<file path="src/ccd_pkg.sv">
// Functional notes
// - Watchdog postscale code n gives ratio 1:2^n
// - Postscale codes above 10100 act as 10100
// - Output divisor codes give 1..64, 111 gives 256
// - USB PLL bypass bit set disables PLL
// - USB input divider codes give 1,2,3,4,5,6,10,12
// - Multiplier codes give 15..21, 111 gives 24
// - USB fields exist only on USB variants
package ccd_pkg;

	// Register byte offsets
	localparam logic [11:0] OFS_CFG_WORD = 12'h000;
	localparam logic [11:0] OFS_SYS_PLL  = 12'h004;
	localparam logic [11:0] OFS_USB_PLL  = 12'h008;
	localparam logic [11:0] OFS_WDOG     = 12'h00C;
	localparam logic [11:0] OFS_CTRL     = 12'h010;
	localparam logic [11:0] OFS_STATUS   = 12'h014;

	// Configuration word field positions
	localparam int ODIV_LSB     = 16;
	localparam int USB_BYP_BIT  = 15;
	localparam int USB_IDIV_LSB = 8;
	localparam int MULT_LSB     = 4;
	localparam logic [31:0] RESV_MASK = 32'hFFF8_7888;
	localparam logic [31:0] USB_MASK  = 32'h0000_8700;

	// Decoded register field positions
	localparam int SYS_ODIV_LSB = 16;
	localparam int USB_DIV_LSB  = 8;
	localparam int CTRL_APPLY   = 0;
	localparam int STAT_LOADED  = 0;
	localparam int STAT_RESV    = 1;

	// Decode constants
	localparam logic [4:0] WDOG_MAX_CODE = 5'h14;
	localparam logic [4:0] MULT_BASE     = 5'h0F;
	localparam logic [4:0] MULT_TOP      = 5'h18;
	localparam logic [8:0] ODIV_TOP      = 9'h100;

	// Reset values
	localparam logic        APPLY_RST = 1'b1;
	localparam logic [31:0] WORD_RST  = 32'h0000_0000;

	typedef enum logic [1:0] {CAP_SYNC0, CAP_SYNC1, CAP_LOAD, CAP_HOLD} ccd_cap_t;

	typedef struct packed {
		logic [31:0] word_s1;
		logic [31:0] word_s2;
		logic [4:0]  wsel_s1;
		logic [4:0]  wsel_s2;
		ccd_cap_t    cap;
		logic [31:0] word;
		logic [4:0]  wsel;
		logic [4:0]  mult;
		logic [8:0]  odiv;
		logic        byp;
		logic [3:0]  idiv;
		logic [4:0]  shift;
		logic        valid;
		logic        apply_en;
		logic        resv_err;
		logic        pready;
		logic [31:0] prdata;
		logic        pslverr;
	} ccd_state_t;

endpackage : ccd_pkg

</file>
<file path="src/ccd_decoder.sv">
`timescale 1ns/1ps
module ccd_decoder
#(
	parameter bit USB_PRESENT = 1'b1
)
(
	input  wire logic        pclk,
	input  wire logic        presetn,
	input  wire logic        psel,
	input  wire logic        penable,
	input  wire logic        pwrite,
	input  wire logic [11:0] paddr,
	input  wire logic [31:0] pwdata,
	output logic             pready,
	output logic [31:0]      prdata,
	output logic             pslverr,
	input  wire logic [31:0] clock_pll_config_word,
	input  wire logic [4:0]  wdog_postscale_sel,
	output logic [4:0]       sys_pll_mult,
	output logic [8:0]       sys_pll_out_div,
	output logic             usb_pll_bypass,
	output logic [3:0]       usb_pll_in_div,
	output logic [4:0]       wdog_postscale_shift,
	output logic             cfg_valid
);
	import ccd_pkg::*;

	ccd_state_t st_reg;
	ccd_state_t st_next;

	function automatic logic [4:0] wdog_fn(input logic [4:0] code);
		if (code > WDOG_MAX_CODE)
			return WDOG_MAX_CODE;
		return code;
	endfunction : wdog_fn

	function automatic logic [8:0] odiv_fn(input logic [2:0] code);
		if (code == 3'h7)
			return ODIV_TOP;
		return 9'(9'h001 << code);
	endfunction : odiv_fn

	function automatic logic [3:0] idiv_fn(input logic [2:0] code);
		unique case (code)
			3'h6:    return 4'hA;
			3'h7:    return 4'hC;
			default: return 4'({1'b0, code} + 4'h1);
		endcase
	endfunction : idiv_fn

	function automatic logic [4:0] mult_fn(input logic [2:0] code);
		if (code == 3'h7)
			return MULT_TOP;
		return 5'(MULT_BASE + {2'b00, code});
	endfunction : mult_fn

	logic        apb_done;
	logic        apb_hit;
	logic [31:0] rd_mux;
	logic [31:0] word_vis;

	always_comb
	begin
		st_next = st_reg;
		// Two stages before anything reads the pins
		st_next.word_s1 = clock_pll_config_word;
		st_next.word_s2 = st_reg.word_s1;
		st_next.wsel_s1 = wdog_postscale_sel;
		st_next.wsel_s2 = st_reg.wsel_s1;

		unique case (st_reg.cap)
			CAP_SYNC0:
				st_next.cap = CAP_SYNC1;
			CAP_SYNC1:
				st_next.cap = CAP_LOAD;
			CAP_LOAD:
			begin
				// One capture only; values stay frozen until the next reset
				st_next.cap   = CAP_HOLD;
				st_next.word  = st_reg.word_s2;
				st_next.wsel  = st_reg.wsel_s2;
				st_next.mult  = mult_fn(st_reg.word_s2[MULT_LSB +: 3]);
				st_next.odiv  = odiv_fn(st_reg.word_s2[ODIV_LSB +: 3]);
				st_next.shift = wdog_fn(st_reg.wsel_s2);
				if (USB_PRESENT)
				begin
					st_next.byp  = st_reg.word_s2[USB_BYP_BIT];
					st_next.idiv = idiv_fn(st_reg.word_s2[USB_IDIV_LSB +: 3]);
				end
				else
				begin
					// Absent USB logic behaves as a bypassed PLL
					st_next.byp  = 1'b1;
					st_next.idiv = 4'h1;
				end
				if ((st_reg.word_s2 & RESV_MASK) != RESV_MASK)
					st_next.resv_err = 1'b1;
			end
			CAP_HOLD:
				st_next.cap = CAP_HOLD;
		endcase

		st_next.valid = (st_reg.cap == CAP_HOLD) && st_reg.apply_en;

		word_vis = USB_PRESENT ? st_reg.word : (st_reg.word & ~USB_MASK);
		apb_hit  = (paddr[11:5] == 7'h00) && (paddr[4:2] <= 3'h5);
		apb_done = psel && penable && st_reg.pready;

		rd_mux = 32'h0000_0000;
		unique case ({paddr[11:2], 2'b00})
			OFS_CFG_WORD:
				rd_mux = word_vis;
			OFS_SYS_PLL:
			begin
				rd_mux[4:0] = st_reg.mult;
				rd_mux[SYS_ODIV_LSB +: 9] = st_reg.odiv;
			end
			OFS_USB_PLL:
			begin
				rd_mux[0] = st_reg.byp;
				rd_mux[USB_DIV_LSB +: 4] = st_reg.idiv;
			end
			OFS_WDOG:
				rd_mux[4:0] = st_reg.shift;
			OFS_CTRL:
				rd_mux[CTRL_APPLY] = st_reg.apply_en;
			OFS_STATUS:
			begin
				rd_mux[STAT_LOADED] = (st_reg.cap == CAP_HOLD);
				rd_mux[STAT_RESV]   = st_reg.resv_err;
			end
			default:
				rd_mux = 32'h0000_0000;
		endcase

		// One wait state so that every output comes from a flip-flop
		st_next.pready  = psel && penable && !st_reg.pready;
		st_next.pslverr = psel && penable && !st_reg.pready && !apb_hit;
		if (psel && penable && !st_reg.pready && !pwrite)
			st_next.prdata = rd_mux;

		if (apb_done && pwrite && apb_hit)
		begin
			if ({paddr[11:2], 2'b00} == OFS_CTRL)
				st_next.apply_en = pwdata[CTRL_APPLY];
			// Capture sets in the same cycle win over a clear
			if ({paddr[11:2], 2'b00} == OFS_STATUS && pwdata[STAT_RESV] && st_reg.cap != CAP_LOAD)
				st_next.resv_err = 1'b0;
		end
	end

	always_ff @(posedge pclk or negedge presetn)
	begin
		if (!presetn)
		begin
			st_reg          <= '0;
			st_reg.cap      <= CAP_SYNC0;
			st_reg.word     <= WORD_RST;
			st_reg.odiv     <= 9'h001;
			st_reg.idiv     <= 4'h1;
			st_reg.mult     <= MULT_BASE;
			st_reg.byp      <= 1'b1;
			st_reg.apply_en <= APPLY_RST;
		end
		else
			st_reg <= st_next;
	end

	assign pready               = st_reg.pready;
	assign prdata               = st_reg.prdata;
	assign pslverr              = st_reg.pslverr;
	assign sys_pll_mult         = st_reg.mult;
	assign sys_pll_out_div      = st_reg.odiv;
	assign usb_pll_bypass       = st_reg.byp;
	assign usb_pll_in_div       = st_reg.idiv;
	assign wdog_postscale_shift = st_reg.shift;
	assign cfg_valid            = st_reg.valid;

	logic        cap_hold;
	logic        cap_load;
	logic        acc_first;
	logic        acc_read;
	logic        acc_wr_done;
	logic        resv_viol;
	logic [11:0] acc_ofs;
	assign cap_hold    = (st_reg.cap == CAP_HOLD);
	assign cap_load    = (st_reg.cap == CAP_LOAD);
	assign acc_first   = psel && penable && !pready;
	assign acc_read    = acc_first && !pwrite;
	assign acc_wr_done = psel && penable && pready && pwrite;
	assign resv_viol   = (st_reg.word_s2 & RESV_MASK) != RESV_MASK;
	assign acc_ofs     = {paddr[11:2], 2'b00};
endmodule : ccd_decoder

</file>
<file path="config.mk">
export PLATFORM = sky130hd
export DESIGN_NAME = ccd_decoder
export DESIGN_NICKNAME = d
export VERILOG_FILES = /design/src/ccd_pkg.sv /design/src/ccd_decoder.sv
export SDC_FILE = /design/constraint.sdc
export NUM_CORES = 1
export LEC_CHECK = 0
export ABC_AREA = 0
export BUFFER_PORTS_ARGS = -buffer_cell sky130_fd_sc_hd__buf_2
export CORE_AREA = 5 5 132 134
export CTS_CLUSTER_DIAMETER = 120
export DETAILED_ROUTE_END_ITERATION = 10
export DIE_AREA = 0 0 137 139
export PLACE_DENSITY = 0.66
export RECOVER_POWER = 50
export REMOVE_ABC_BUFFERS = 1
export SLEW_MARGIN = 25
export SYNTH_ARGS = -nofsm -noshare
export SYNTH_HDL_FRONTEND = slang
export SYNTH_SLANG_ARGS = --single-unit
</file>
<file path="constraint.sdc">
create_clock -name pclk -period 2.1 [get_ports pclk]
set_input_delay 0.42 -clock pclk [delete_from_list [all_inputs] [get_ports pclk]]
set_output_delay 0.42 -clock pclk [all_outputs]
set_load 0.02 [all_outputs]
</file>
Word-level counts from Yosys, hierarchy flattened

Cells that the tools add are included.

Register bits after elaboration: 169
Bits of input ports: 86
Output and inout port bits: 59
Word-level logic and storage cells: 81

Add/subtract/negate cells: 2
$lt $le $gt $ge: 2
Equal/unequal tests: 14
Shift operators: 1
Muxes and demuxes: 26
Reductions and logical operators: 19

Operators with widths:

| kind                                                 | number |
|---|---|
| equality test 10 x 2 -> 1 bit, second input constant | 2 |
| equality test 10 x 3 -> 1 bit, second input constant | 2 |
| two-way mux 5 bit                                    | 4 |
| inequality test 19 bit, second input constant        | 1 |
| two-way mux 9 bit                                    | 2 |
| one-hot mux 9 bit (2 select lines)                   | 1 |
| one-hot mux 4 bit (2 select lines)                   | 2 |
| equality test 3 bit, second input constant           | 4 |
| logical AND 1 bit                                    | 11 |
| equality test 10 x 1 -> 1 bit, second input constant | 1 |
| logical NOT 10 bit                                   | 1 |
| two-way mux 1 bit                                    | 10 |
| one-hot mux 3 bit (3 select lines)                   | 1 |
| left shift 1 x 3 -> 9 bit, first input constant      | 1 |
| logical NOT 7 bit                                    | 1 |
| two-way mux 7 bit                                    | 1 |
| one-hot mux 1 bit (6 select lines)                   | 1 |
| one-hot mux 2 bit (3 select lines)                   | 1 |
| adder 4 x 3 -> 5 bit, first input constant           | 1 |
| greater-than comparator 5 bit, second input constant | 1 |
| adder 3 x 1 -> 4 bit, second input constant          | 1 |
| equality test 2 bit, second input constant           | 2 |
| two-way mux 4 bit                                    | 1 |
| one-hot mux 1 bit (4 select lines)                   | 1 |
| 8 further kinds                                      | 10 |

Logic depth before layout (Yosys ltp)

Gate-level depths: netlist of the first run.

Word-level depth: 5
Mapped depth: 6
Mapped depth without buffers: 5

Least setup slack after synthesis of the first run

No wires, ideal clock.

Path kind: input-to-reg
From: input paddr[9]
To: register st_reg[35] (netlist name)
Setup time: 0.085 ns
Arrival: 1.983 ns
Required time: 2.015 ns
Setup slack: 0.032 ns
Cell stages on the path: 5
Path buffers: 1
Cell sequence: or3_4 or4_4 buf_6 nor4_4 mux2_1

Longest elaborated chain between the ends: 4
Elaborated cells between the ends (all ways): 5
Those cells by class: eq/ne (1); reduce/logical (4)

Ends and longest elaborated chain:

| what                                   | RTL line           | text |
|---|---|---|
| from (decl)                            | ccd_decoder.sv:12  | `input wire logic [11:0] paddr,` |
| logical NOT 7 bit                      | ccd_decoder.sv:106 | `apb_hit = (paddr[11:5] == 7'h00) && (paddr[4:2] <= 3'h5);` |
| logical AND 1 bit                      | ccd_decoder.sv:106 |  |
| logical AND 1 bit                      | ccd_decoder.sv:142 | `if (apb_done && pwrite && apb_hit)` |
| AND reduction 2 bit (no source line) * | --                 |  |
| to (signal assigned)                   | ccd_decoder.sv:166 | `st_reg <= st_next;` |
| to (decl)                              | ccd_decoder.sv:28  | `ccd_state_t st_reg;` |

Mark *: on every way between the ends. The rest lies on a longest branch, timed or not.
A chain may end at the register's enable or synchronous reset.

Worst setup path in the final report of the first run

From: register st_reg, in the netlist pready
To: register st_reg, in the netlist prdata[19]

Longest elaborated chain between the ends: 3

Ends and longest elaborated chain:

| what |
|---|
| logical NOT 1 bit |
| logical AND 1 bit (2 in series) |

Every way passes these cells.

==> summary.txt, run 1 <==
Global routing
  – Met2 Use GR: 0.233
  – Most Used Layer, Global Route: met2
  – Total Routing Usage GR: 0.146
  – Initial antenna violation count: 0
  – Vias in the first global route: around 4200
  – Met1 GRT Util: 0.183
  – First-pass GRT wire length: 21.5 mm
  – Met3 Use GR: 0.0457
  – Grt total ovfl: 0
  – Largest net degree at the start of global routing: 58

Worst setup path
  – WP data arrival: 2150 ps
  – Worst Setup Start Kind: flip-flop
  – CP max FO: 23
  – Req. time, crit path: roughly 2500 ps
  – CP Capture Type: flip-flop
  – Crit Path Class: flip-flop to flip-flop

Synth
  – Post-Syn Area: around 6300 sq um
  – Ys async rst share: 1.00
  – EDFF count, synth: 0
  – Yosys top cell by area: dfrtp_1
  – Synth Flop Type: dfrtp_1
  – Post-synth top cells: dfrtp_1, nand2_1, buf_4
  – Syn avg cell area: 12.1 sq um
  – Seq cells post-synth: 168
  – Count leader, synth: dfrtp_1
  – Synthesis Warnings: 0
  – Instance count of the mapped netlist: 518
  – Top-area cell type share of the netlist area: 0.639
  – Seq/Total Area, Yosys: 0.673
  – Distinct cells, synth: 49
  – Synth area leaders: dfrtp_1, nand2_1, buf_4

Cells and area
  – Area of the multi-input gates: 1530 sq um
  – Cell Count, Final, Fillers Out: 826
  – Flip-flop and latch area: ~4200 sq um
  – Layout cell share with drive strength beyond 1: 0.297
  – # diodes: 0
  – Finished Cell Area: 7410 sq um
  – Max reg flops: roughly 40
  – NumNets Final: ~700
  – FILL cells: around 1500
  – Area growth syn-to-layout: 18.3%

Route
  – Initial DRC count: 218
  – Routed wire per std cell: 16.0 um
  – Routed vias/inst: 4.74
  – ANT nets after route: 0
  – Detailed-route via count: between 3000 and 4000
  – Drt pass-1 iters: 5
  – Post-route DRC: 0
  – Post-Route WL: ~13 mm

Pwr
  – Power per cell area: between 900 and 1000 nW/um^2
  – Leakage: 3.68 nW
  – Overall Power: 6.86 mW
  – Maximum vdd drop: ~550 uV

Floorplan
  – Ports: 145
  – Die area: 19000 sq um
  – Core Region: 16200 sq um
  – Initial cell density of the core: 0.387
  – Die Height: 139 um
  – # rows: 47
  – Die W: 137 um

Worst hold path
  – Hold/Removal Path Class: input port to flip-flop

Clocking
  – Clk_lat worst skew: 430 ps
  – # resized after CTS: 0
  – Hold_buf cts: 1
  – TritonCTS clock tree: done
  – Max clock buf depth: 2
  – CTS Buf Count: 17
  – CTS Root Cell: clkbuf_16
  – CTS sink count: 168
  – Clock Pin Slew Worst Setup and Hold Paths: 70 ps
  – H-tree Lvls: 4
  – Post-CTS setup buffers: 0

Flow run
  – # Max-Cap Violations: 0

Placement
  – Cells after DPL: ~790
  – Detail Placement HPWL: around 9 mm
  – Placed Area: ~6800 sq um
  – Placer Congestion: 0.872
  – Setup WS pre-CTS: -44.7 ps
  – Port bufs: 111

Timing
  – Tightest Pin Transition: 619 ps
  – Final Max Slew Viols: 0
  – Final worst slack: 317 ps
  – Final setup fails: 0
  – Final Cycle Share: 0.849
  – Final hold vios: 0
  – Final min period: 1780 ps
  – Fmax: 561 MHz
  – Slew headroom: 0.588
  – Setup TNS Final: 0 ps
  – RSZ-0062 raised after global routing: no
  – Final Skew: 17.7 ps

Outcome
  – Outcome: completed
-- stage by stage --
stage                util  hold WS [ps]
finish              0.458          89.0
floorplan               -           124
CTS                 0.459          75.2
global placement    0.423           334
global route        0.458          65.4
detailed placement  0.423           335
-- path summary, 6_finish.rpt --
check,startpoint,endpoint,slack [ps],depth (start not counted)
worst min register to register,st_next[126],st_reg[126],350,0
min in group asynchronous,presetn,wdog_postscale_shift[2],520,2
worst max register to register,pready,prdata[19],320,4
max in group asynchronous,presetn,sys_pll_mult[2],720,3
worst max-delay path,pready,prdata[19],320,4
worst min-delay path,wdog_postscale_sel[2],st_next[102],90,1
-- logic make-up (layout without fill, tap and decap cells) --
logic type | after synthesis | in the layout | synth area share
and+or+nand+nor | 183 | 183 | 0.136
DFF | 168 | 168 | 0.673
buffers and inverters | 86 | 174 | 0.0865
AOI/OAI and AO/OA | 68 | 68 | 0.0831
muxes | 8 | 8 | 0.0132
adders and majority gates | 4 | 4 | 0.00759
other | 1 | 1 | 0.000599
-- cell type report --
cell class              instances  share of cell area
inverters                       9             0.00456
flip-flops and latches        168               0.569
multi-input cells             264               0.206
clock inverters                14              0.0184
well taps                     220              0.0371
repair buffers                133               0.106
clock buffers                  18              0.0593
-- layout by cell type (no fill, tap or decap), types with 2 or more instances in the layout --
cell type and n:
dfrtp_1 160, nand2_1 111, buf_2 109, a22o_1 22, nor2_1 18, clkbuf_16 17
o21ai_0 15, buf_4 13, a221o_1 10, inv_1 9, nor2b_1 8, nand4_1 7
nand3_1 7, dfstp_2 7, nor3_1 6, mux2i_1 6, a21oi_1 5, inv_6 5
buf_12 5, or3_1 4, a221oi_1 4, clkinv_4 4, a31oi_1 3, nor4_1 3
ha_1 3, clkinvlp_4 3, or2_2 2, o41ai_1 2, and3_1 2, clkbuf_1 2
clkbuf_2 2
-- per-layer routing --
metal / routed length, um / part of all wire
met1: 5730 / 0.43
met2: 6620 / 0.50
met3: 649 / 0.049
met4: 242 / 0.018
met5: 0 / 0
-- worst max-delay path, cell delays in order, from the launching register on --
cell and delay [ps]:
dfrtp_1 430, or3_1 620, nor3_4 300, buf_12 210, a221o_1 170
-- report_power, final --
group          internal, mW  switching, mW  total [mW]
clock                  1.69           1.32        3.00
combinational         0.143          0.241       0.384
sequential             3.39         0.0838        3.47
total                  5.22           1.64        6.86
(Power assumes the default switching activity.)
==> run 2: changes to the inputs <==
--- a/config.mk
+++ b/config.mk
@@ -5,13 +5,13 @@
 export SDC_FILE = /design/constraint.sdc
 export NUM_CORES = 1
 export LEC_CHECK = 0
-export ABC_AREA = 0
+export ABC_AREA = 1
 export BUFFER_PORTS_ARGS = -buffer_cell sky130_fd_sc_hd__buf_2
-export CORE_AREA = 5 5 132 134
+export CORE_AREA = 5 5 134 136
 export CTS_CLUSTER_DIAMETER = 120
 export DETAILED_ROUTE_END_ITERATION = 10
-export DIE_AREA = 0 0 137 139
-export PLACE_DENSITY = 0.66
+export DIE_AREA = 0 0 139 141
+export PLACE_DENSITY = 0.68
 export RECOVER_POWER = 50
 export REMOVE_ABC_BUFFERS = 1
 export SLEW_MARGIN = 25
==> constraint.sdc (replaced) <==
create_clock -name pclk -period 1.5 [get_ports pclk]
set_input_delay 0.3 -clock pclk [delete_from_list [all_inputs] [get_ports pclk]]
set_output_delay 0.3 -clock pclk [all_outputs]
set_load 0.02 [all_outputs]
==> run 2 against run 1 <==
Net effect:
- cell count grew 17%
- sequential power increased by 42%
- register-to-register slack worse by 180 ps
- worst setup slack worse by 250 ps
- total power grew 45%
- routed wire length grew 2.5%
==> summary.txt, run 2 <==
Outcome
  – Outcome: completed (unchanged)

Synth
  – Instance count of the mapped netlist: 608 (was 518)
  – Seq cells post-synth: 168 (unchanged)
  – Post-Syn Area: 6460 sq um (was 6260 sq um)
  – Ys async rst share: 1.00 (unchanged)
  – Count leader, synth: nand2_1 (was dfrtp_1)
  – Synth Flop Type: dfrtp_1 (unchanged)
  – EDFF count, synth: 0 (unchanged)
  – Post-synth top cells: nand2_1, dfrtp_1, buf_4 (was dfrtp_1, nand2_1, buf_4)
  – Seq/Total Area, Yosys: 0.652 (was 0.673)
  – Yosys top cell by area: dfrtp_1 (unchanged)
  – Synthesis Warnings: 0 (unchanged)
  – Distinct cells, synth: 35 (was 49)
  – Syn avg cell area: 10.6 sq um (was 12.1 sq um)
  – Synth area leaders: dfrtp_1, nand2_1, buf_4 (unchanged)
  – Top-area cell type share of the netlist area: 0.620 (was 0.639)

Global routing
  – Initial antenna violation count: 0 (unchanged)
  – First-pass GRT wire length: 22.8 mm (was 21.5 mm)
  – Grt total ovfl: 0 (unchanged)
  – Vias in the first global route: 4388 (was 4173)
  – Total Routing Usage GR: 0.147 (was 0.146)
  – Largest net degree at the start of global routing: 40 (was 58)

Worst hold path
  – WHS Endpoint: st_reg[35] (was st_next[102])
  – Min-delay src: pwdata[0] (was wdog_postscale_sel[2])
  – WHS Path Cells: 3 (was 1)
  – Hold/Removal Path Class: input port to flip-flop (unchanged)

Worst setup path
  – Reg2Reg Depth: 6 (was 4)
  – Crit Path Class: flip-flop to output port (was flip-flop to flip-flop)
  – Critical path, cell by cell: buf_2 (was or3_1, nor3_4, buf_12, a221o_1)
  – R2r setup slk: 140 ps (was 320 ps)
  – Worst R2R Start: st_reg[98] (was pready)
  – CP max stage delay: 550 ps (was 620 ps)
  – CP Capture Type: output port (was flip-flop)
  – Req. time, crit path: 1200 ps (was 2460 ps)
  – Worst path bufs/invs: 1 (unchanged)
  – WP data arrival: 1140 ps (was 2150 ps)
  – CP max FO: 3 (was 23)
  – R2R Path End: sys_pll_mult[1] (was prdata[19])
  – Cell family with most CP delay: flip-flops (was simple AND/OR/NAND/NOR gates)
  – Worst Setup Start Kind: flip-flop (unchanged)
  – Crit-path slowest cell: dfstp_2 (was or3_1)

Timing
  – Final Max Slew Viols: 0 (unchanged)
  – Slew headroom: 0.570 (was 0.588)
  – Final Cycle Share: 0.959
  – Final hold vios: 0 (unchanged)
  – Tightest Pin Transition: 645 ps (was 619 ps)
  – Final Skew: 6.63 ps (was 17.7 ps)
  – Final setup fails: 0 (unchanged)
  – Fmax: slightly below 700 MHz
  – Min Hold Slack: 141 ps (was 89.0 ps)
  – Final min period: ~1400 ps
  – RSZ-0062 raised after global routing: no (unchanged)

Cells and area
  – NumNets Final: 814 (was 682)
  – # diodes: 0 (unchanged)
  – Area growth syn-to-layout: 23.3% (was 18.3%)
  – Highest-count cells in the layout ignoring fill and taps: nand2_1, dfrtp_1, buf_2, nor2_1, dlygate4sd3_1 (was dfrtp_1, nand2_1, buf_2, a22o_1, nor2_1)
  – Layout cell share with drive strength beyond 1: 0.278 (was 0.297)
  – Max reg flops: 41 (unchanged)

Route
  – Routed vias/inst: 4.50 (was 4.74)
  – Post-Route WL: 13.6 mm (was 13.2 mm)
  – Detailed-route via count: 4334 (was 3916)
  – ANT nets after route: 0 (unchanged)
  – Routed wire per std cell: 14.1 um (was 16.0 um)
  – Post-route DRC: 0 (unchanged)
  – Drt pass-1 iters: 4 (was 5)
  – Initial DRC count: 229 (was 218)

Floorplan
  – Initial cell density of the core: 0.384 (was 0.387)
  – Die Height: 141 um (was 139 um)
  – # rows: 48 (was 47)
  – Die area: 19600 sq um (was 19000 sq um)
  – Core Region: 16800 sq um (was 16200 sq um)
  – Ports: 145 (unchanged)
  – Die W: 139 um (was 137 um)

Pwr
  – Power per cell area: 1250 nW/um^2 (was 925 nW/um^2)
  – Leakage: 3.88 nW (was 3.68 nW)
  – Maximum vdd drop: 809 uV (was 555 uV)
  – Overall Power: 9.96 mW (was 6.86 mW)

Clocking
  – Clk_lat worst skew: 420 ps (was 430 ps)
  – Max clock buf depth: 2 (unchanged)
  – CTS Buf Count: 17 (unchanged)
  – TritonCTS clock tree: done (unchanged)
  – Post-CTS setup buffers: 0 (unchanged)
  – CTS sink count: 168 (unchanged)
  – H-tree Lvls: 4 (unchanged)
  – Clock Pin Slew Worst Setup and Hold Paths: 70 ps (about the same)
  – CTS Root Cell: clkbuf_16 (unchanged)

Placement
  – Placer Congestion: 0.825 (was 0.872)
  – Port bufs: 111 (unchanged)
  – Detail Placement HPWL: 9.39 mm (was 9.20 mm)

Flow run
  – # Max-Cap Violations: 0 (unchanged)
-- run 2: changes by cell type after synthesis, moves of 6 or more --
cell | previous run | this run
mux2i_1 | 6 | 0
nor2_1 | 18 | 44
o21ai_0 | 15 | 27
nand2_1 | 111 | 161
nand2_2 | 0 | 10
a22o_1 | 22 | 2
a31oi_2 | 0 | 10
nand3_1 | 7 | 37
o21ai_1 | 0 | 13
a221o_1 | 10 | 0
nor2b_1 | 9 | 0
clkbuf_1 | 17 | 8
inv_1 | 9 | 22
-- run 2: worst max path at each step --
stage / from / slack [ps] / cells past startpoint / to
2_1_floorplan: st_reg[98] / -780 / 6 / usb_pll_in_div[3]
3_3_place_gp: paddr[6] / 70 / 7 / prdata[11]
4_1_cts: sys_pll_mult[0] / 20 / 1 / sys_pll_mult[0]
6_report: usb_pll_in_div[0] / 60 / 1 / usb_pll_in_div[0]
3_5_place_dp: paddr[6] / 70 / 7 / prdata[15]
5_1_grt: st_reg[98] / 0.7 / 6 / sys_pll_mult[1]
-- run 2: repair_timing --
| action | CTS | global route |
|---|---|---|
| setup endpoints to repair | 0 | 1 |
| resized for setup | 0 | 1 |
| hold endpoints to repair | 63 | 0 |
| hold buffers | 38 | 0 |
-- run 2: logic make-up after synthesis --
group                      after synthesis  synth area share
adders and majority gates                3           0.00581
DFF                                    168             0.652
AOI/OAI and AO/OA                       64            0.0649
buffers and inverters                  103            0.0986
other                                    1          0.000581
and+or+nand+nor                        269             0.178
-- run 2: final cells by class --
type	count	area (sq um)
Clock buffer	21	470
Clock inverter	11	115
Fill cell	1572	8850
Inverter	28	110
Multi-Input combinational cell	337	1610
Sequential cell	168	4210
Tap cell	225	282
Timing Repair Buffer	173	1160
-- run 2: worst min-delay path, stage by stage --
cell    delay [ps]
buf_2           80
nor3_1          40
nor2_1          90
-- run 2: report_power, final --
group          internal (mW)  switching, mW
sequential              4.79          0.130
clock                   2.45           1.81
combinational          0.321          0.461
total                   7.56           2.40
-- run 2: layer usage --
layer	routed length, um	vias to the layer above	global-route usage	part of all wire
met5	0	-	0	0
met4	206	0	0.0499	0.015
met3	724	18	0.0455	0.053
met2	6600	114	0.242	0.49
met1	6030	2082	0.187	0.44
li1	-	2120	-	-
-- run 2: stage by stage --
stage | cells | cell area (sq um) | setup WS, ps | utilization | TNS, ps
floorplan | 533 | 5930 | -777 | - | -37580
detailed placement | 893 | 7050 | 66.9 | 0.419 | 0
finish | 963 | 7970 | 62.1 | 0.474 | 0
global route | 963 | 7970 | 0.653 | 0.474 | 0
CTS | 963 | 8010 | 16.6 | 0.476 | 0
global placement | 893 | 7050 | 74.6 | 0.419 | 0
==> run 3: changes to the inputs <==
--- a/config.mk
+++ b/config.mk
@@ -6,12 +6,12 @@
 export NUM_CORES = 1
 export LEC_CHECK = 0
 export ABC_AREA = 1
-export BUFFER_PORTS_ARGS = -buffer_cell sky130_fd_sc_hd__buf_2
 export CORE_AREA = 5 5 134 136
 export CTS_CLUSTER_DIAMETER = 120
 export DETAILED_ROUTE_END_ITERATION = 10
 export DIE_AREA = 0 0 139 141
-export PLACE_DENSITY = 0.68
+export DONT_BUFFER_PORTS = 1
+export PLACE_DENSITY = 0.6
 export RECOVER_POWER = 50
 export REMOVE_ABC_BUFFERS = 1
 export SLEW_MARGIN = 25
==> run 3 against run 2 <==
Net effect:
- the flow now finishes with violations (hold timing)
- largest power group unchanged
- critical path depth shrank 1
- via count decreased by 8.8%
- sequential share of layout area up 3.8 points
- global-route usage shrank 1.0 points
- total power is 2.7% higher
- die area stayed put
- largest cell class unchanged
- critical path type unchanged
==> summary.txt, run 3 (synthesized netlist as in run 2, its figures left out) <==
Route
  – ANT nets after route: 0 (unchanged)
  – Post-route DRC: 0 (unchanged)
  – Initial DRC count: 278 (was 229)
  – Routed wire per std cell: 15.2 um (was 14.1 um)
  – Routed vias/inst: 4.66 (was 4.50)
  – Drt pass-1 iters: 5 (was 4)
  – Detailed-route via count: 3951 (was 4334)
  – Post-Route WL: 12.8 mm (was 13.6 mm)

Floorplan
  – Die area: 19600 sq um (unchanged)
  – Ports: 145 (unchanged)
  – # rows: 48 (unchanged)
  – Die Height: 141 um (unchanged)
  – Core Region: 16800 sq um (unchanged)
  – Die W: 139 um (unchanged)
  – Initial cell density of the core: 0.384 (unchanged)

Global routing
  – Largest net degree at the start of global routing: 169 (was 40)
  – Met2 Use GR: 0.217 (was 0.242)
  – Grt total ovfl: 0 (unchanged)
  – First-pass GRT wire length: 21.1 mm (was 22.8 mm)
  – Initial antenna violation count: 2 (was 0)
  – Met3 Use GR: 0.0526 (was 0.0455)
  – Vias in the first global route: 4018 (was 4388)
  – Total Routing Usage GR: 0.137 (was 0.147)
  – Met1 GRT Util: 0.169 (was 0.187)
  – Most Used Layer, Global Route: met2 (unchanged)

Outcome
  – Failing checks: hold timing
  – Outcome: finished, violations left (was completed)

Placement
  – Setup WS pre-CTS: 152 ps (was 66.9 ps)
  – Detail Placement HPWL: 9.07 mm (was 9.39 mm)
  – Placer Congestion: 0.773 (was 0.825)
  – Port bufs: 0 (was 111)
  – Placed Area: 6400 sq um (was 7050 sq um)

Clocking
  – Hold_buf cts: 37 (was 38)
  – H-tree Lvls: 4 (unchanged)
  – Clock Pin Slew Worst Setup and Hold Paths: 70 ps (about the same)
  – TritonCTS clock tree: done (unchanged)
  – Clk_lat worst skew: 420 ps (about the same)
  – CTS Buf Count: 17 (unchanged)
  – Max clock buf depth: 2 (unchanged)
  – CTS Root Cell: clkbuf_16 (unchanged)
  – Post-CTS setup buffers: 0 (unchanged)
  – CTS sink count: 168 (unchanged)

Pwr
  – Leakage: 3.40 nW (was 3.88 nW)
  – Power per cell area: 1380 nW/um^2 (was 1250 nW/um^2)
  – Maximum vdd drop: 757 uV (was 809 uV)

Worst setup path
  – Levels on crit path: 0 (was 1)
  – CP max FO: 3 (unchanged)
  – WP data arrival: 1050 ps (was 1140 ps)
  – Worst Setup Start Kind: flip-flop (unchanged)
  – CP Capture Type: output port (unchanged)
  – Crit Path Class: flip-flop to output port (unchanged)
  – Reg2Reg Depth: 5 (was 6)
  – Req. time, crit path: 1200 ps (about the same)

Cells and area
  – Area growth syn-to-layout: 15.0% (was 23.3%)
  – Flip-flop and latch area: 4210 sq um (unchanged)
  – NumNets Final: 697 (was 814)
  – Area of the multi-input gates: 1610 sq um (unchanged)
  – Max reg flops: 41 (unchanged)
  – FILL cells: 1594 (was 1572)
  – Highest-count cells in the layout ignoring fill and taps: nand2_1, dfrtp_1, nor2_1, nand3_1, dlygate4sd3_1 (was nand2_1, dfrtp_1, buf_2, nor2_1, dlygate4sd3_1)
  – Layout cell share with drive strength beyond 1: 0.148 (was 0.278)
  – Finished Cell Area: 7430 sq um (was 7970 sq um)

Timing
  – Final worst slack: 154 ps (was 62.1 ps)
  – Final hold vios: 168 (was 0)
  – Final min period: 1350 ps (was 1440 ps)
  – Setup TNS Final: 0 ps (unchanged)
  – RSZ-0062 raised after global routing: no (unchanged)
  – Fmax: 743 MHz (was 695 MHz)
  – Final Skew: 6.43 ps (was 6.63 ps)
  – Final setup fails: 0 (unchanged)
  – Min Hold Slack: -423 ps (was 141 ps)
  – Final Max Slew Viols: 0 (unchanged)
  – Final Cycle Share: 0.898 (was 0.959)

Flow run
  – # Max-Cap Violations: 0 (unchanged)

Worst hold path
  – Hold/Removal Path Class: input port to asynchronous set/reset pin (was input port to flip-flop)
## run 3: changes by cell type in the layout (fill, tap and decap cells not counted), moves of 2 or more
cell       previous run  this run
buf_2               107         0
inv_6                 2         0
clkbuf_1              4         2
bufinv_16             1         5
clkbuf_4              2         0
clkbuf_2              2         0
## run 3: path summary, 6_finish.rpt
check                                      from  slack (ps)                 end
min in group pclk                     pwdata[0]          40          st_reg[35]
worst min register to register     st_next[100]         340         st_reg[100]
worst max-delay path            sys_pll_mult[2]         150     sys_pll_mult[2]
worst max register to register       st_reg[98]         230  sys_pll_out_div[1]
max in group asynchronous               presetn        1660   usb_pll_in_div[0]
worst min-delay path                    presetn        -420        st_next[136]
## run 3: repair_timing
item                                    CTS  global route
resized for setup                         0             1
hold endpoints to repair                205           168
endpoints found under the setup margin    0             1
## run 3: final cells by class
| type | count | area share |
|---|---|---|
| clock inverters | 11 | 0.0263 |
| inverters | 28 | 0.0152 |
| repair buffers | 56 | 0.0741 |
| well taps | 225 | 0.0379 |
| clock buffers | 21 | 0.0620 |
| diodes | 1 | 0.000337 |
| flip-flops and latches | 168 | 0.567 |
| multi-input cells | 337 | 0.217 |
## run 3: stage by stage
step           std cells  utilization  power, mW
2_1_floorplan        533            -       5.34
3_3_place_gp         777        0.380       5.45
3_5_place_dp         777        0.380       5.47
4_1_cts              846        0.441       10.4
5_1_grt              847        0.442       10.7
6_report             847        0.442       10.2
## run 3: report_power, final
| group | internal (mW) | leakage, nW | switching, mW |
|---|---|---|---|
| Combinational | 0.192 | 1.09 | 0.175 |
| Sequential | 4.79 | 2.01 | 0.289 |
| Clock | 3.05 | 0.309 | 1.73 |
| Total | 8.03 | 3.40 | 2.20 |
## run 3: layer usage
metal  wire, um  share of wire
met3        900          0.070
met1       5400           0.42
met4        301          0.023
met2       6230           0.48
met5         13         0.0010
